--- config.mk ---
export PLATFORM = sky130hd
export DESIGN_NAME = acs_host_flat
export DESIGN_NICKNAME = d
export VERILOG_FILES = /design/src/rtl/acs_pkg.sv /design/src/rtl/acs_link_if.sv /design/src/rtl/acs_sync_edge.sv /design/src/rtl/acs_host.sv /design/src/flat_wrapper.sv
export SDC_FILE = /design/constraint.sdc
export NUM_CORES = 1
export LEC_CHECK = 0
export BUFFER_PORTS_ARGS = -buffer_cell sky130_fd_sc_hd__buf_2
export CORE_UTILIZATION = 65
export CTS_CLUSTER_DIAMETER = 60
export DETAILED_ROUTE_END_ITERATION = 7
export PLACE_DENSITY = 0.94
export RECOVER_POWER = 25
export SLEW_MARGIN = 20
export SYNTH_ARGS = -nofsm -noshare
export SYNTH_HDL_FRONTEND = slang
export SYNTH_HIERARCHICAL = 1
export SYNTH_SLANG_ARGS = --single-unit
--- constraint.sdc ---
create_clock -name mclk -period 4.1 [get_ports mclk]
set_input_delay 0.205 -clock mclk [delete_from_list [all_inputs] [get_ports mclk]]
set_output_delay 0.205 -clock mclk [all_outputs]
set_load 0.01 [all_outputs]
--- src/rtl/acs_pkg.sv ---
package acs_pkg;
   // Command bytes
   localparam logic [7:0] CMD_RESET          = 8'h06;
   localparam logic [7:0] REGISTER_WRITE_CMD = 8'h43;
   localparam logic [7:0] REGISTER_READ_CMD  = 8'h23;
   localparam logic [7:0] CMD_START          = 8'h08;
   localparam logic [7:0] SLEEP_CMD          = 8'h02;
   localparam logic [7:0] NOP_BYTE           = 8'h00;

   // Configuration layout, byte 0 sent first
   localparam int         CFG_BYTES      = 4;
   localparam int         RESULT_BITS    = 24;
   localparam int         MUX_POS        = 4;
   localparam int         GAIN_POS       = 1;
   localparam int         BYPASS_POS     = 0;
   localparam int         CONT_POS       = 2;
   localparam int         VREF_POS       = 6;
   localparam int         RDYSEL_POS     = 1;
   localparam logic [3:0] MUX_SHORT      = 4'hE;
   localparam logic [7:0] CFG_BYTE_RESET = 8'h00;
   localparam logic [23:0] INT_REF_UV    = 24'h1F4000;

   // Timing
   localparam int CLK_NS            = 25;
   localparam int PWRUP_US          = 50;
   localparam int DEV_CLK_NS        = 250;
   localparam int RESET_EXTRA_CLKS  = 32;
   localparam int PWRUP_CYCLES      = (PWRUP_US * 1000 + CLK_NS - 1) / CLK_NS;
   localparam int RESET_WAIT_CYCLES =
      (PWRUP_US * 1000 + RESET_EXTRA_CLKS * DEV_CLK_NS + CLK_NS - 1) / CLK_NS;
   localparam int SCLK_HALF_CYCLES  = 8;

   // Host register map (APB byte addresses)
   localparam logic [7:0] REG_CTRL       = 8'h00;
   localparam logic [7:0] REG_STATUS     = 8'h04;
   localparam logic [7:0] REG_CONFIG     = 8'h08;
   localparam logic [7:0] REG_READBACK   = 8'h0C;
   localparam logic [7:0] REG_DATA       = 8'h10;
   localparam logic [7:0] REG_OFFSET     = 8'h14;
   localparam logic [7:0] REG_INT_STATUS = 8'h18;
   localparam logic [7:0] REG_INT_CLEAR  = 8'h1C;
   localparam logic [7:0] REG_INT_ENABLE = 8'h20;
   localparam int         AUTO_POS       = 8;
   localparam int         INT_DONE       = 0;
   localparam int         INT_DATA       = 1;

   typedef enum logic [2:0] {
      OP_NONE  = 3'h0,
      OP_RESET = 3'h1,
      OP_WRITE = 3'h2,
      OP_READ  = 3'h3,
      OP_START = 3'h4,
      OP_SLEEP = 3'h5,
      OP_DATA  = 3'h6
   } acs_op_type;
endpackage

--- src/rtl/acs_link_if.sv ---
`timescale 1ns/1ps
`default_nettype none
interface acs_link_if;
   logic cs_n;
   logic sclk;
   logic din;
   logic dout;
   logic conversion_ready_n;

   modport dev_mp (input cs_n, input sclk, input din, output dout, output conversion_ready_n);
   modport host_mp (output cs_n, output sclk, output din, input dout, input conversion_ready_n);
endinterface
`default_nettype wire

--- src/rtl/acs_sync_edge.sv ---
`timescale 1ns/1ps
`default_nettype none
module acs_sync_edge #(
   parameter bit INIT = 1'b0
) (
   input  wire logic mclk,
   input  wire logic reset_n,
   input  wire logic d,
   output logic      q,
   output logic      rise,
   output logic      fall
);
   logic meta_reg;
   logic sync_reg;
   logic prev_reg;

   always_ff @(posedge mclk or negedge reset_n) begin
      if (!reset_n) begin
         meta_reg <= INIT;
         sync_reg <= INIT;
         prev_reg <= INIT;
      end else begin
         meta_reg <= d;
         sync_reg <= meta_reg;
         prev_reg <= sync_reg;
      end
   end

   assign q    = sync_reg;
   assign rise = sync_reg & ~prev_reg;
   assign fall = ~sync_reg & prev_reg;
endmodule
`default_nettype wire

--- src/rtl/acs_host.sv ---
// Design decisions made here: the APB register port and the register offsets.
`timescale 1ns/1ps
`default_nettype none
module acs_host #(
   parameter int HALF_CYCLES = acs_pkg::SCLK_HALF_CYCLES
) (
   input  wire logic        mclk,
   input  wire logic        reset_n,
   acs_link_if.host_mp      link,
   input  wire logic        psel,
   input  wire logic        penable,
   input  wire logic        pwrite,
   input  wire logic [7:0]  paddr,
   input  wire logic [31:0] pwdata,
   output logic [31:0]      prdata,
   output logic             pready,
   output logic             pslverr,
   output logic             irq
);
   import acs_pkg::*;

   if (HALF_CYCLES < 6) begin : g_chk
      $error("HALF_CYCLES must be at least 6 for the synchronisers");
   end

   typedef enum logic [6:0] {
      H_PWRUP = 7'b0000001,
      H_IDLE  = 7'b0000010,
      H_SETUP = 7'b0000100,
      H_HIGH  = 7'b0001000,
      H_LOW   = 7'b0010000,
      H_HOLD  = 7'b0100000,
      H_WAIT  = 7'b1000000
   } acs_hstate_type;

   logic dout_q, ready_fall;

   acs_sync_edge #(.INIT(1'b1)) u_dout (
      .mclk(mclk), .reset_n(reset_n), .d(link.dout),
      .q(dout_q), .rise(), .fall()
   );
   acs_sync_edge #(.INIT(1'b1)) u_rdy (
      .mclk(mclk), .reset_n(reset_n), .d(link.conversion_ready_n),
      .q(), .rise(), .fall(ready_fall)
   );

   acs_hstate_type state_reg;
   acs_op_type     op_reg, cur_op_reg;
   logic [11:0]    cnt_reg;
   logic [39:0]    tx_reg;
   logic [5:0]     bits_reg;
   logic [31:0]    rx_reg, config_reg, readback_reg;
   logic [23:0]    data_reg, offset_reg;
   logic [1:0]     int_status_reg, int_enable_reg;
   logic           auto_reg, pend_reg, cs_n_reg, sclk_reg, din_reg, irq_reg;
   logic [31:0]    prdata_reg;

   function automatic logic [5:0] op_bits(input acs_op_type op);
      case (op)
         OP_WRITE, OP_READ: op_bits = 6'h28;
         OP_DATA:           op_bits = 6'h18;
         default:           op_bits = 6'h08;
      endcase
   endfunction

   function automatic logic [7:0] op_cmd(input acs_op_type op);
      case (op)
         OP_RESET: op_cmd = CMD_RESET;
         OP_WRITE: op_cmd = REGISTER_WRITE_CMD;
         OP_READ:  op_cmd = REGISTER_READ_CMD;
         OP_START: op_cmd = CMD_START;
         OP_SLEEP: op_cmd = SLEEP_CMD;
         default:  op_cmd = NOP_BYTE;
      endcase
   endfunction

   wire        apb_wr    = psel & penable & pwrite;
   wire        apb_setup = psel & ~penable;
   wire        idle      = (state_reg == H_IDLE);
   wire        go_ok     = idle & (cnt_reg == 12'h0);
   wire        take_op   = go_ok & (op_reg != OP_NONE);
   wire        take_rd   = go_ok & (op_reg == OP_NONE) & pend_reg & auto_reg;
   wire        next_op_w = apb_wr & (paddr == REG_CTRL);
   wire        done      = (state_reg == H_HOLD) & (cnt_reg == 12'h0);
   wire        done_data = done & (cur_op_reg == OP_DATA);
   wire        cnt_zero  = (cnt_reg == 12'h0);
   wire [11:0] half      = 12'(HALF_CYCLES - 1);
   wire acs_op_type sel_op = take_op ? op_reg : OP_DATA;
   wire [39:0] load_tx   = (sel_op == OP_WRITE) ? {op_cmd(sel_op), config_reg}
                                                : {op_cmd(sel_op), 32'h0};
   wire [23:0] corrected = rx_reg[23:0] - offset_reg;
   wire        hit       = (paddr <= REG_INT_ENABLE) & (paddr[1:0] == 2'h0);
   wire [1:0]  int_set   = {done_data, done};
   wire [1:0]  int_clr   = (apb_wr && paddr == REG_INT_CLEAR) ? pwdata[1:0] : 2'h0;

   // Link sequencer
   always_ff @(posedge mclk or negedge reset_n) begin
      if (!reset_n) begin
         state_reg  <= H_PWRUP;
         cnt_reg    <= 12'(PWRUP_CYCLES - 1);
         cur_op_reg <= OP_NONE;
         tx_reg     <= 40'h0;
         bits_reg   <= 6'h0;
         rx_reg     <= 32'h0;
         cs_n_reg   <= 1'b1;
         sclk_reg   <= 1'b0;
         din_reg    <= 1'b0;
      end else begin
         if (!cnt_zero) begin
            cnt_reg <= cnt_reg - 12'h1;
         end
         case (state_reg)
            H_PWRUP: if (cnt_zero) state_reg <= H_IDLE;
            H_IDLE: begin
               if (take_op || take_rd) begin
                  cur_op_reg <= sel_op;
                  tx_reg     <= load_tx;
                  bits_reg   <= op_bits(sel_op);
                  cs_n_reg   <= 1'b0;
                  cnt_reg    <= half;
                  state_reg  <= H_SETUP;
               end
            end
            H_SETUP, H_LOW: begin
               if (cnt_zero) begin
                  cnt_reg <= half;
                  if (bits_reg == 6'h0) begin
                     state_reg <= H_HOLD;
                  end else begin
                     sclk_reg  <= 1'b1;
                     din_reg   <= tx_reg[39];
                     tx_reg    <= {tx_reg[38:0], 1'b0};
                     state_reg <= H_HIGH;
                  end
               end
            end
            H_HIGH: begin
               if (cnt_zero) begin
                  sclk_reg  <= 1'b0;
                  rx_reg    <= {rx_reg[30:0], dout_q};
                  bits_reg  <= bits_reg - 6'h1;
                  cnt_reg   <= half;
                  state_reg <= H_LOW;
               end
            end
            H_HOLD: begin
               if (cnt_zero) begin
                  cs_n_reg <= 1'b1;
                  if (cur_op_reg == OP_RESET) begin
                     cnt_reg   <= 12'(RESET_WAIT_CYCLES - 1);
                     state_reg <= H_WAIT;
                  end else begin
                     cnt_reg   <= half;
                     state_reg <= H_IDLE;
                  end
               end
            end
            H_WAIT: if (cnt_zero) state_reg <= H_IDLE;
            default: state_reg <= H_IDLE;
         endcase
      end
   end

   // Software registers and events
   always_ff @(posedge mclk or negedge reset_n) begin
      if (!reset_n) begin
         op_reg         <= OP_NONE;
         auto_reg       <= 1'b0;
         pend_reg       <= 1'b0;
         config_reg     <= 32'h0;
         readback_reg   <= 32'h0;
         data_reg       <= 24'h0;
         offset_reg     <= 24'h0;
         int_status_reg <= 2'h0;
         int_enable_reg <= 2'h0;
         irq_reg        <= 1'b0;
      end else begin
         if (take_op) begin
            op_reg <= OP_NONE;
         end else if (next_op_w && op_reg == OP_NONE && pwdata[2:0] <= 3'h5) begin
            op_reg <= acs_op_type'(pwdata[2:0]);
         end
         if (next_op_w) auto_reg <= pwdata[AUTO_POS];
         if (apb_wr && paddr == REG_CONFIG) config_reg <= pwdata;
         if (apb_wr && paddr == REG_OFFSET) offset_reg <= pwdata[23:0];
         if (apb_wr && paddr == REG_INT_ENABLE) int_enable_reg <= pwdata[1:0];
         pend_reg <= ready_fall | (pend_reg & ~take_rd);
         if (done && cur_op_reg == OP_READ) readback_reg <= rx_reg;
         if (done_data) data_reg <= corrected;
         int_status_reg <= int_set | (int_status_reg & ~int_clr);
         irq_reg        <= |(int_status_reg & int_enable_reg);
      end
   end

   // APB read data captured in the setup cycle
   always_ff @(posedge mclk or negedge reset_n) begin
      if (!reset_n) begin
         prdata_reg <= 32'h0;
      end else if (apb_setup && !pwrite) begin
         case (paddr)
            REG_CTRL:       prdata_reg <= {23'h0, auto_reg, 5'h0, op_reg};
            REG_STATUS:     prdata_reg <= {29'h0, auto_reg, ~state_reg[0],
                                           ~idle | (op_reg != OP_NONE)};
            REG_CONFIG:     prdata_reg <= config_reg;
            REG_READBACK:   prdata_reg <= readback_reg;
            REG_DATA:       prdata_reg <= {{8{data_reg[23]}}, data_reg};
            REG_OFFSET:     prdata_reg <= {8'h0, offset_reg};
            REG_INT_STATUS: prdata_reg <= {30'h0, int_status_reg};
            REG_INT_ENABLE: prdata_reg <= {30'h0, int_enable_reg};
            default:        prdata_reg <= 32'h0;
         endcase
      end
   end

   assign prdata    = prdata_reg;
   assign pready    = 1'b1;
   assign pslverr   = psel & penable & ~hit;
   assign irq       = irq_reg;
   assign link.cs_n = cs_n_reg;
   assign link.sclk = sclk_reg;
   assign link.din  = din_reg;
endmodule
`default_nettype wire

--- src/flat_wrapper.sv ---
// flat-port wrapper written by rule: the top's interface ports become plain ports
module acs_host_flat import acs_pkg::*;
#(
   parameter int HALF_CYCLES = acs_pkg::SCLK_HALF_CYCLES
)
  (mclk, reset_n, psel, penable, pwrite, paddr, pwdata, prdata, pready, pslverr, irq, link_cs_n, link_sclk, link_din, link_dout, link_conversion_ready_n);
  acs_link_if link_i ();
  input  wire logic mclk;
  input  wire logic reset_n;
  input  wire logic psel;
  input  wire logic penable;
  input  wire logic pwrite;
  input  wire logic [7:0] paddr;
  input  wire logic [31:0] pwdata;
  output logic [31:0] prdata;
  output logic pready;
  output logic pslverr;
  output logic irq;
  output wire logic [$bits(link_i.cs_n)-1:0] link_cs_n;
  output wire logic [$bits(link_i.sclk)-1:0] link_sclk;
  output wire logic [$bits(link_i.din)-1:0] link_din;
  input wire logic [$bits(link_i.dout)-1:0] link_dout;
  input wire logic [$bits(link_i.conversion_ready_n)-1:0] link_conversion_ready_n;
  assign link_cs_n = link_i.cs_n;
  assign link_sclk = link_i.sclk;
  assign link_din = link_i.din;
  assign link_i.dout = link_dout;
  assign link_i.conversion_ready_n = link_conversion_ready_n;
  acs_host #(.HALF_CYCLES(HALF_CYCLES)) u_core (.mclk(mclk), .reset_n(reset_n), .link(link_i), .psel(psel), .penable(penable), .pwrite(pwrite), .paddr(paddr), .pwdata(pwdata), .prdata(prdata), .pready(pready), .pslverr(pslverr), .irq(irq));
endmodule
; Yosys cells after proc, flatten, opt, wreduce, memory -nomap -nowiden
; Index checks and enable logic that the tools add are counted.
[word_totals]
regBits = 262
out_inout_bits = 38
in_bits = 47
[classes]
n_addsub = 3
reduce_logical = 34
bitwise_logic = 28
order_cmp = 2
muxes = 36
n_eq_ne = 30
[ops]
columns = cell, n
row1 = one-hot mux 32 bit (8 select lines), 1
row2 = 2-to-1 mux 40 bit, 3
row3 = one-hot mux 40 bit (2 select lines), 1
row4 = 2-to-1 mux 12 bit, 5
row5 = 2-to-1 mux 7 bit, 6
row6 = 2-to-1 mux 39 bit, 1
row7 = one-hot mux 12 bit (3 select lines), 1
row8 = one-hot mux 7 bit (5 select lines), 1
row9 = "== test 8 x 5 -> 1 bit, second input constant", 4
row10 = one-hot mux 6 bit (2 select lines), 2
row11 = one-hot mux 6 bit (4 select lines), 1
row12 = subtractor 24 bit, 1
row13 = 2-to-1 mux 6 bit, 3
row14 = "== test 8 x 4 -> 1 bit, second input constant", 2
row15 = bitwise AND 1 bit, 15
row16 = "== test 3 bit, second input constant", 4
row17 = logical NOT 12 bit, 1
row18 = "subtractor 12 x 1 -> 12 bit, second input constant", 1
row19 = nonzero test 2 bit, 5
row20 = "== test 3 x 2 -> 1 bit, second input constant", 3
row21 = 2-to-1 mux 3 bit, 3
row22 = AND reduction 3 bit, 3
row23 = "== test 8 x 3 -> 1 bit, second input constant", 1
row24 = "== test 8 x 6 -> 1 bit, second input constant", 1
row25 = other kinds (34), 64

; Longest topological paths before layout
; Gate-level depths: netlist (run 1).
[depth]
depth_word = 9
depth_mapped = 11

; Cells and area by module
; Netlist (run 1), hierarchy kept.
[modules_own_cells]
columns = mod, area_each_um2, cells_per_inst, n_inst
row1 = acs_host, 12353.1, 1214, 1
row2 = acs_sync_edge, 93.8, 5, 2

; Worst setup path before layout (run 1)
; No wires, ideal clock.
[synth_timing]
path_type = flip-flop to flip-flop
start = register u_core.rx_reg[4]
end = register u_core.data_reg[23]
slack_ps = 1706
arrival_time_ps = 2325
path_stages_with_launch = 9
synth_period_minus_slack_ps = 2394
setup_time_ps = 68
required_time_ps = 4032
path_cell_list = dfrtp_1 ha_1 a21o_1 a31oi_1 a21boi_0 a31oi_1 o21ai_0 a2111o_1 nand3_1
[synth_via]
elab_chain_len = 1
[synth_rtl]
columns = item, line_no
row1 = start: declaration, acs_host.sv:52  ; logic [31:0] rx_reg, config_reg, readback_reg;
row2 = start signal: assignment, acs_host.sv:140  ; rx_reg <= {rx_reg[30:0], dout_q};
row3 = subtractor 24 bit, acs_host.sv:91  ; wire [23:0] corrected = rx_reg[23:0] - offset_reg;
row4 = end signal: assignment, acs_host.sv:189  ; if (done_data) data_reg <= corrected;
row5 = end: declaration, acs_host.sv:53  ; logic [23:0] data_reg, offset_reg;
; No other way between the ends.
; A chain may end at the register's enable or synchronous reset.

; Worst setup path in the final report (run 1)
[layout_timing]
start = register u_core.cnt_reg[0]
end = register u_core.data_reg[16]
[layout_via]
elab_chain_len = 3
[layout_rtl]
columns = item, line_no
row1 = start: declaration, acs_host.sv:49  ; logic [11:0] cnt_reg;
row2 = start signal: assignment, acs_host.sv:100  ; cnt_reg <= 12'(PWRUP_CYCLES - 1);
row3 = start signal: assignment, acs_host.sv:110  ; cnt_reg <= cnt_reg - 12'h1;
row4 = start signal: assignment, acs_host.sv:120  ; cnt_reg <= half;
row5 = logical NOT 12 bit, acs_host.sv:84  ; wire done = (state_reg == H_HOLD) & (cnt_reg == 12'h0);
row6 = bitwise AND 1 bit, acs_host.sv:84
row7 = bitwise AND 1 bit, acs_host.sv:85  ; wire done_data = done & (cur_op_reg == OP_DATA);
; No other way between the ends.

==> impl_metrics.ini, run 1 <==
[clock_tree]
cts_buffers = 28
clockBufferDepth = 3
cts_tree = built
cts_setup_buffers = 0
cts.clk_slew.worst_paths_ns = 0.06
clockRootBuffer = clkbuf_16
clock_sinks = 262
h-tree-depth = 1
clock_latency_ns = 0.55

[route]
routed_wl_mm = 33.79
wl_per_cell_um = 21.52
first_iter_violations = 1253
postRouteAntennaNets = 0
wl_met3_mm = 3.375
top_layer = met4
drc = 0
avgViaCountPerCell = 6.722
num_vias = 10550
firstDrtPassIters = 7
wl_met2_mm = 16.31
wirelength_met1_mm = 12.81

[power_and_ir_drop]
comb_power_share = 0.073
powerDensity_nw_per_um2 = 414.2
power_frac_seq = 0.463
intPower_uw = 4623
power_leakage_uw = 0.007192
finalPower_uw = 6010
peakVddDrop_v = 0.0003457
netSwitchingFraction = 0.2308
p_switching_uw = 1387
clkPwrFrac = 0.465

[floorplanning]
fp-row-count = 50
die_w_um = 140.6
die_area_um2 = 19780
core-area_um2 = 18770
ios = 85
initial_core_util = 0.6657
chipHeight_um = 140.6

[sta]
min_period_ns = 3.104
fin_crit_sh = 0.7571
worst_pin_slew_ns = 3.041
tns_ns = 0
drv_slew = 52
setup_viol = 0
grt_setup_unrepaired = false
clock.fmax_mhz = 322.1
hold_viol = 0
clock_skew_ns = 0.01583
max-slew-margin-rel = -1.028
whs_ns = 0.04246

[setup_path]
worstSetupEndpointType = register
r2r_end = u_core/data_reg[16]
crit_family = simple AND/OR/NAND/NOR gates
slowest_delay_ns = 0.80
crit_type = register to register
r2r_cells = 9
reg2reg_slack_ns = 1.0
slowest_stage = or3_2
worstPathArrival_ns = 3.56
worstPathCellList = inv_1 > ha_1 > or3b_2 > nor3_4 > inv_2 > or3_2 > nor3_1 > mux2i_1 > nand3_1
worst-path-buf-inv = 2
r2r-start = u_core/cnt_reg[0]
required_ns = 4.55
start_kind = register
crit_fanout = 30

[yosys]
ys.warnings.count = 6
avgSynthCellArea_um2 = 10.24
synth_area_um2 = 12490
synth_cells = 1220
syn-num-nets = 1295

[cells_and_area]
layout_common_cells = dfrtp_1, nand2_1, mux2_2
n_fill_cell = 1064
drive_above_1_share = 0.2036
postLayoutCoreUtil = 0.7731
final_common_cell = dfrtp_1
fin_area_um2 = 14510
largest_reg_flops = 40
multiInputGateArea_um2 = 5512
n_antenna_cell = 0
area_delta_synth_final_pct = 16.13
nets = 1389
regArea_um2 = 6576

[hold_path]
holdPathEnd = u_core/int_status_reg[1]
whs_path_depth = 4
hold_path.class = input pin to register
hold_path.startpoint = pwdata[1]

[outcome]
status = finished, violations left
violations = capacitance limit, slew limit

[grt]
grt_pass1_vias = 10640
grt.overflow.total = 0
grt_max_degree = 138
grt_pass1_wl_mm = 54.43
antenna_found_initial = 0
grt_use_total = 0.3477

[placement]
place_area_um2 = 13110
dpl.hpwl_mm = 20.09
io_buffers = 83
place.gp.congestion = 0.8901

[job]
drv_cap = 1
-- cell type report --
class,instances,share of cell area
Clock buffer,40,0.05769
Clock inverter,12,0.01397
Inverter,37,0.009572
Multi-Input combinational cell,848,0.3799
Sequential cell,262,0.4533
Tap cell,234,0.02018
Timing Repair Buffer,137,0.06545
-- per-layer routing --
layer / track usage / vias to the layer above
met2: 0.5727 / 740
met1: 0.4529 / 5133
met3: 0.07099 / 141
met4: 0.1447 / 0
met5: 0 / -
li1: - / 4539
-- through the flow --
step / setup WS [ns] / cells
final: 0.9957 / 1570
after global routing: 0.5690 / 1570
after CTS: 1.067 / 1569
after detailed placement: 1.155 / 1483
after global placement: 1.211 / 1483
after floorplan: 1.706 / 1220
-- worst min-delay path: cells and delay by family --
| family | cells | cell delay [ns] |
|---|---|---|
| simple gates | 3 | 0.17 |
| buf+inv | 1 | 0.16 |
-- worst max path at each step --
stage                      startpoint                    to  depth (start not counted)
floorplan            u_core/rx_reg[4]   u_core/data_reg[23]                          8
global placement    u_core/cnt_reg[0]    u_core/data_reg[5]                          8
detailed placement  u_core/cnt_reg[0]    u_core/data_reg[5]                          8
CTS                 u_core/cnt_reg[0]   u_core/data_reg[16]                          9
global route                  reset_n  u_core/config_reg[4]                          3
finish              u_core/cnt_reg[0]   u_core/data_reg[16]                          9
-- repair_timing --
action,4_1_cts,5_1_grt
gates resized for setup,0,0
hold buffers,34,0
hold endpoints to repair,192,0
-- power by group through the flow --
| stage | sequential [uW] | clock (uW) | combinational (uW) |
|---|---|---|---|
| after floorplan | 2800 | 0 | 258 |
| after global placement | 2820 | 0 | 378 |
| after detailed placement | 2820 | 0 | 397 |
| after CTS | 2780 | 2800 | 428 |
| after global routing | 2790 | 2920 | 486 |
| final | 2780 | 2790 | 436 |
(Power assumes the default switching activity.)
==> run 2: changes to the inputs <==
--- a/config.mk
+++ b/config.mk
@@ -6,10 +6,10 @@
 export NUM_CORES = 1
 export LEC_CHECK = 0
 export BUFFER_PORTS_ARGS = -buffer_cell sky130_fd_sc_hd__buf_2
-export CORE_UTILIZATION = 65
+export CORE_UTILIZATION = 61
 export CTS_CLUSTER_DIAMETER = 60
 export DETAILED_ROUTE_END_ITERATION = 7
-export PLACE_DENSITY = 0.94
+export PLACE_DENSITY = 0.89
 export RECOVER_POWER = 25
 export SLEW_MARGIN = 20
 export SYNTH_ARGS = -nofsm -noshare
==> constraint.sdc (replaced) <==
create_clock -name mclk -period 3.11 [get_ports mclk]
set_input_delay 0.1555 -clock mclk [delete_from_list [all_inputs] [get_ports mclk]]
set_output_delay 0.1555 -clock mclk [all_outputs]
set_load 0.01 [all_outputs]
==> run 2 against run 1 <==
The flow still finishes with violations (capacitance limit, slew limit). Via count fell by 3.0%. Clock skew fell by 0.0050 ns. Power rose by 27%. Hold slack improved by 0.014 ns. Setup slack got worse by 0.71 ns. Flip-flop and latch count did not move. Final area rose by 0.23%. Combinational power rose by 32%. Clock-buffer cell count rose by 3. Die area rose by 6.5%. Sequential share of layout area fell by 0.11 points. Clock power rose by 21%. Critical path type unchanged.
==> impl_metrics.ini, run 2 (synthesis gave the netlist of run 1 again) <==
[outcome]
status = finished, violations left
violations = capacitance limit, slew limit

[sta]
setup_viol = 0
grt_setup_unrepaired = false
whs_ns = 0.05654
drv_slew = 106
tns_ns = 0
max-slew-margin-rel = -0.6118
clock.fmax_mhz = 353.7
fin_crit_sh = 0.9091
hold_viol = 0
min_period_ns = 2.827
worst_pin_slew_ns = 2.418
clock_skew_ns = 0.01087

[route]
firstDrtPassIters = 6
drc = 0
avgViaCountPerCell = 6.356
num_vias = 10230
first_iter_violations = 1333
routed_wl_mm = 32.03
wl_per_cell_um = 19.89
postRouteAntennaNets = 0

[placement]
placedCellCount = 1525
place_area_um2 = 13270
dpl.hpwl_mm = 20.12
place.gp.congestion = 0.9279
io_buffers = 83

[cells_and_area]
largest_reg_flops = 40
layout_common_cells = dfrtp_1, nand2_1, mux2_2
area_delta_synth_final_pct = 16.40
fin_cells = 1610
drive_above_1_share = 0.2045
n_antenna_cell = 0
final_common_cell = dfrtp_1
nets = 1400
fin_area_um2 = 14540

[setup_path]
crit_fanout = 6
required_ns = 3.58
crit_type = register to register
worstSetupEndpointType = register
r2r_cells = 8
start_kind = register
worstPathArrival_ns = 3.30

[clock_tree]
clock_latency_ns = 0.54
clockBufferDepth = 3
cts.clk_slew.worst_paths_ns = 0.07
h-tree-depth = 1
cts_buffers = 28
cts_setup_buffers = 0
cts_tree = built
clock_sinks = 262
clockRootBuffer = clkbuf_16

[grt]
grt_pass1_vias = 10060
grt_pass1_wl_mm = 52.33
antenna_found_initial = 0
grt_use_total = 0.3089
grt_max_degree = 108
grt.overflow.total = 0

[power_and_ir_drop]
peakVddDrop_v = 0.0003902
finalPower_uw = 7623
power_leakage_uw = 0.007200
powerDensity_nw_per_um2 = 524.2

[floorplanning]
die_area_um2 = 21060
fp-row-count = 51
ios = 85
core-area_um2 = 19780
chipHeight_um = 145.1
initial_core_util = 0.6316
die_w_um = 145.1

[hold_path]
hold_path.class = input pin to register
whs_path_depth = 3

[job]
drv_cap = 1
-- run 2: cell types whose count changed in the layout (fill, tap and decap cells not counted), moves of 2 or more --
| cell | delta |
|---|---|
| clkbuf_1 | +4 |
| buf_4 | +9 |
| bufinv_16 | -3 |
| buf_12 | +2 |
| clkinvlp_4 | -2 |
-- run 2: area by class of cell --
class                   instances  area, um2
clock inverters                 7      91.34
flip-flops and latches        262       6576
multi-input cells             848       5518
well taps                     265      331.6
clock buffers                  43      848.3
inverters                      37      138.9
fillers                      1323       5239
repair buffers                148       1039
-- run 2: where the power goes --
group / internal, uW / total (uW) / switching [uW]
Clock: 2030 / 3380 / 1350
Sequential: 3570 / 3670 / 99.3
Combinational: 237 / 576 / 339
-- run 2: metrics by stage --
stage | setup slack, ns | util
4_1_cts | 0.3519 | 0.7358
2_1_floorplan | 0.7164 | -
3_3_place_gp | 0.4974 | 0.6706
3_5_place_dp | 0.3767 | 0.6706
5_1_grt | 0.08887 | 0.7352
6_report | 0.2827 | 0.7352
-- run 2: layer usage --
| layer | wire length (um) | vias up | share of wire | GRT usage |
|---|---|---|---|---|
| met2 | 15070 | 552 | 0.47 | 0.5022 |
| met5 | 0 | - | 0 | 0 |
| met3 | 2827 | 85 | 0.088 | 0.04874 |
| li1 | - | 4558 | - | - |
| met1 | 13240 | 5038 | 0.41 | 0.4294 |
| met4 | 888 | 0 | 0.028 | 0.09316 |
-- run 2: path summary, 6_finish.rpt --
| kind | start | slack, ns | endpoint |
|---|---|---|---|
| min in group asynchronous | reset_n | 0.91 | u_core/cnt_reg[11] |
| max in group asynchronous | reset_n | 0.76 | u_core/tx_reg[9] |
| worst max-delay path | u_core/rx_reg[4] | 0.28 | u_core/data_reg[23] |
| worst min register to register | u_core/u_dout/meta_reg | 0.35 | u_core/u_dout/q |
| worst min-delay path | paddr[5] | 0.06 | u_core/int_enable_reg[1] |
| worst max register to register | u_core/rx_reg[4] | 0.28 | u_core/data_reg[23] |
-- run 2: repair_timing --
item	in CTS	in global routing
hold endpoints to repair	152	0
hold buffers	35	0
endpoints found under the setup margin	0	0
gates resized for setup	0	0
-- run 2: critical path, stage by stage (launching register included) --
cell and delay (ns):
dfrtp_1 0.42, ha_1 0.39, a21o_1 0.20, a31oi_1 0.17
a21boi_0 0.20, a31oi_1 0.55, o21ai_0 0.30, a2111o_1 0.46
nand3_1 0.08
==> run 3: changes to the inputs <==
--- a/config.mk
+++ b/config.mk
@@ -6,13 +6,14 @@
 export NUM_CORES = 1
 export LEC_CHECK = 0
 export BUFFER_PORTS_ARGS = -buffer_cell sky130_fd_sc_hd__buf_2
-export CORE_UTILIZATION = 61
+export CORE_UTILIZATION = 35
 export CTS_CLUSTER_DIAMETER = 60
 export DETAILED_ROUTE_END_ITERATION = 7
-export PLACE_DENSITY = 0.89
+export PLACE_DENSITY = 0.6
 export RECOVER_POWER = 25
 export SLEW_MARGIN = 20
 export SYNTH_ARGS = -nofsm -noshare
 export SYNTH_HDL_FRONTEND = slang
 export SYNTH_HIERARCHICAL = 1
 export SYNTH_SLANG_ARGS = --single-unit
+export TNS_END_PERCENT = 100
==> run 3 against run 2 <==
The run still ends with capacitance limit, slew limit left. Utilization shrank 31 points. Critical path depth up 2. Clock skew rose by 0.0028 ns. Via count fell by 6.2%. Fmax rose by 4.4%. Non-clock buffer count grew 8. Sequential power is essentially flat. Flip-flop and latch count unchanged. Die area increased by 73%. Global-route usage is 13 points lower. Critical endpoint is now u_core/readback_reg[31]. Largest cell class unchanged.
==> impl_metrics.ini, run 3 (synthesis gave the netlist of run 1 again) <==
[clock_tree]
clock_sinks = 262
cts_setup_buffers = 0
clockBufferDepth = 3
clockRootBuffer = clkbuf_16
cts_buffers = 30
clock_latency_ns = 0.55
cts_tree = built
h-tree-depth = 1
cts.clk_slew.worst_paths_ns = 0.06

[floorplanning]
fp-row-count = 68
ios = 85
die_area_um2 = 36450
die_w_um = 190.9
chipHeight_um = 190.9
core-area_um2 = 34800
initial_core_util = 0.3590

[grt]
grt.overflow.total = 0
antenna_found_initial = 0
grt_pass1_wl_mm = 52.63
grt_max_degree = 80
grt_use_total = 0.1821
grt_pass1_vias = 9542

[sta]
fin_crit_sh = 0.8709
layout_setup_ws_ns = 0.4015
min_period_ns = 2.709
clock_skew_ns = 0.01370
worst_pin_slew_ns = 1.801
clock.fmax_mhz = 369.2
setup_viol = 0
max-slew-margin-rel = -0.2009
grt_setup_unrepaired = false
tns_ns = 0
drv_slew = 66
hold_viol = 0

[setup_path]
worstPathArrival_ns = 3.13
crit_family = simple AND/OR/NAND/NOR gates
crit_type = register to register
start_kind = register
slowest_stage = or3b_2
slowest_delay_ns = 0.50
worstSetupEndpointType = register
r2r_end = u_core/readback_reg[31]
r2r-start = u_core/cnt_reg[0]
worst-path-buf-inv = 4
r2r_cells = 10
crit_fanout = 34
crit_path_frequent_cell = buf_4
reg2reg_slack_ns = 0.40
worstPathCellList = inv_1 > ha_1 > or3b_2 > nor3_4 > inv_2 > buf_4 > nor2_2 > nand4b_2 > buf_4 > mux2_1
required_ns = 3.53

[route]
num_vias = 9603
drc = 0
postRouteAntennaNets = 0
avgViaCountPerCell = 5.303
first_iter_violations = 687
wl_per_cell_um = 18.06
routed_wl_mm = 32.71
firstDrtPassIters = 8

[outcome]
violations = capacitance limit, slew limit
status = finished, violations left

[hold_path]
holdPathEnd = u_core/int_enable_reg[0]
hold_path.class = input pin to register
hold_path.startpoint = paddr[5]
whs_path_depth = 3

[job]
drv_cap = 1

[power_and_ir_drop]
peakVddDrop_v = 0.0004470
powerDensity_nw_per_um2 = 511.8
power_leakage_uw = 0.007261
finalPower_uw = 7608

[placement]
placedCellCount = 1723
place.gp.congestion = 0.8793
io_buffers = 83
dpl.hpwl_mm = 22.34
place_area_um2 = 13580
place_ws_ns = 0.4051

[cells_and_area]
final_common_cell = dfrtp_1
multiInputGateArea_um2 = 5518
fin_area_um2 = 14870
area_delta_synth_final_pct = 18.99
regArea_um2 = 6576
drive_above_1_share = 0.2124
layout_common_cells = dfrtp_1, nand2_1, mux2_2
largest_reg_flops = 40
fin_cells = 1811
nets = 1410
n_fill_cell = 3355
n_antenna_cell = 0
run 3: cell types whose count changed in the layout (fill, tap and decap cells not counted):
cell,before,now
clkinv_2,3,7
clkbuf_2,0,1
bufinv_16,2,1
buf_2,81,82
clkbuf_1,9,7
clkbuf_8,7,4
buf_12,4,5
inv_8,0,1
clkbuf_16,29,31
buf_4,26,33
run 3: final cells by class:
class	instances	share of cell area
Tap cell	455	0.03830
Sequential cell	262	0.4424
Clock inverter	11	0.006228
Inverter	37	0.009343
Multi-Input combinational cell	848	0.3712
Clock buffer	42	0.05766
Timing Repair Buffer	156	0.07491
run 3: worst max-delay path by stage:
stage | start | end | slack, ns | cells past startpoint
final | u_core/cnt_reg[0] | u_core/readback_reg[31] | 0.40 | 10
after detailed placement | u_core/cnt_reg[0] | u_core/readback_reg[31] | 0.41 | 10
after floorplan | u_core/rx_reg[4] | u_core/data_reg[23] | 0.72 | 8
after global placement | u_core/state_reg[6] | u_core/bits_reg[2] | 0.44 | 7
after CTS | u_core/cnt_reg[0] | u_core/readback_reg[31] | 0.39 | 10
after global routing | u_core/cnt_reg[0] | u_core/data_reg[16] | 0.21 | 9
run 3: timing repair:
item,in CTS,in global routing
resized for setup,0,0
endpoints found under the hold margin,131,0
hold buffers,35,0
run 3: per-stage QoR:
stage                     hold WS, ns    util
final                         0.07825  0.4272
after global routing          0.06563  0.4272
after CTS                     0.04239  0.4275
after detailed placement       0.1626  0.3901
after global placement         0.1613  0.3901
after floorplan               -0.1401       -
run 3: power by group:
part	total (uW)	switching, uW	internal, uW
sequential	3660	95.3	3570
clock	3380	1380	2000
combinational	564	323	241
total	7610	1800	5810
run 3: metal layers:
layer | GRT usage | routed length [um] | vias up
li1 | - | - | 4582
met1 | 0.2597 | 15560 | 4748
met2 | 0.2879 | 14690 | 234
met3 | 0.02956 | 1799 | 39
met4 | 0.04246 | 664 | 0
met5 | 0 | 0 | -
run 3: tightest hold or removal path: stages:
cell     delay (ns)
buf_2          0.15
nand3_1        0.12
mux2_2         0.16
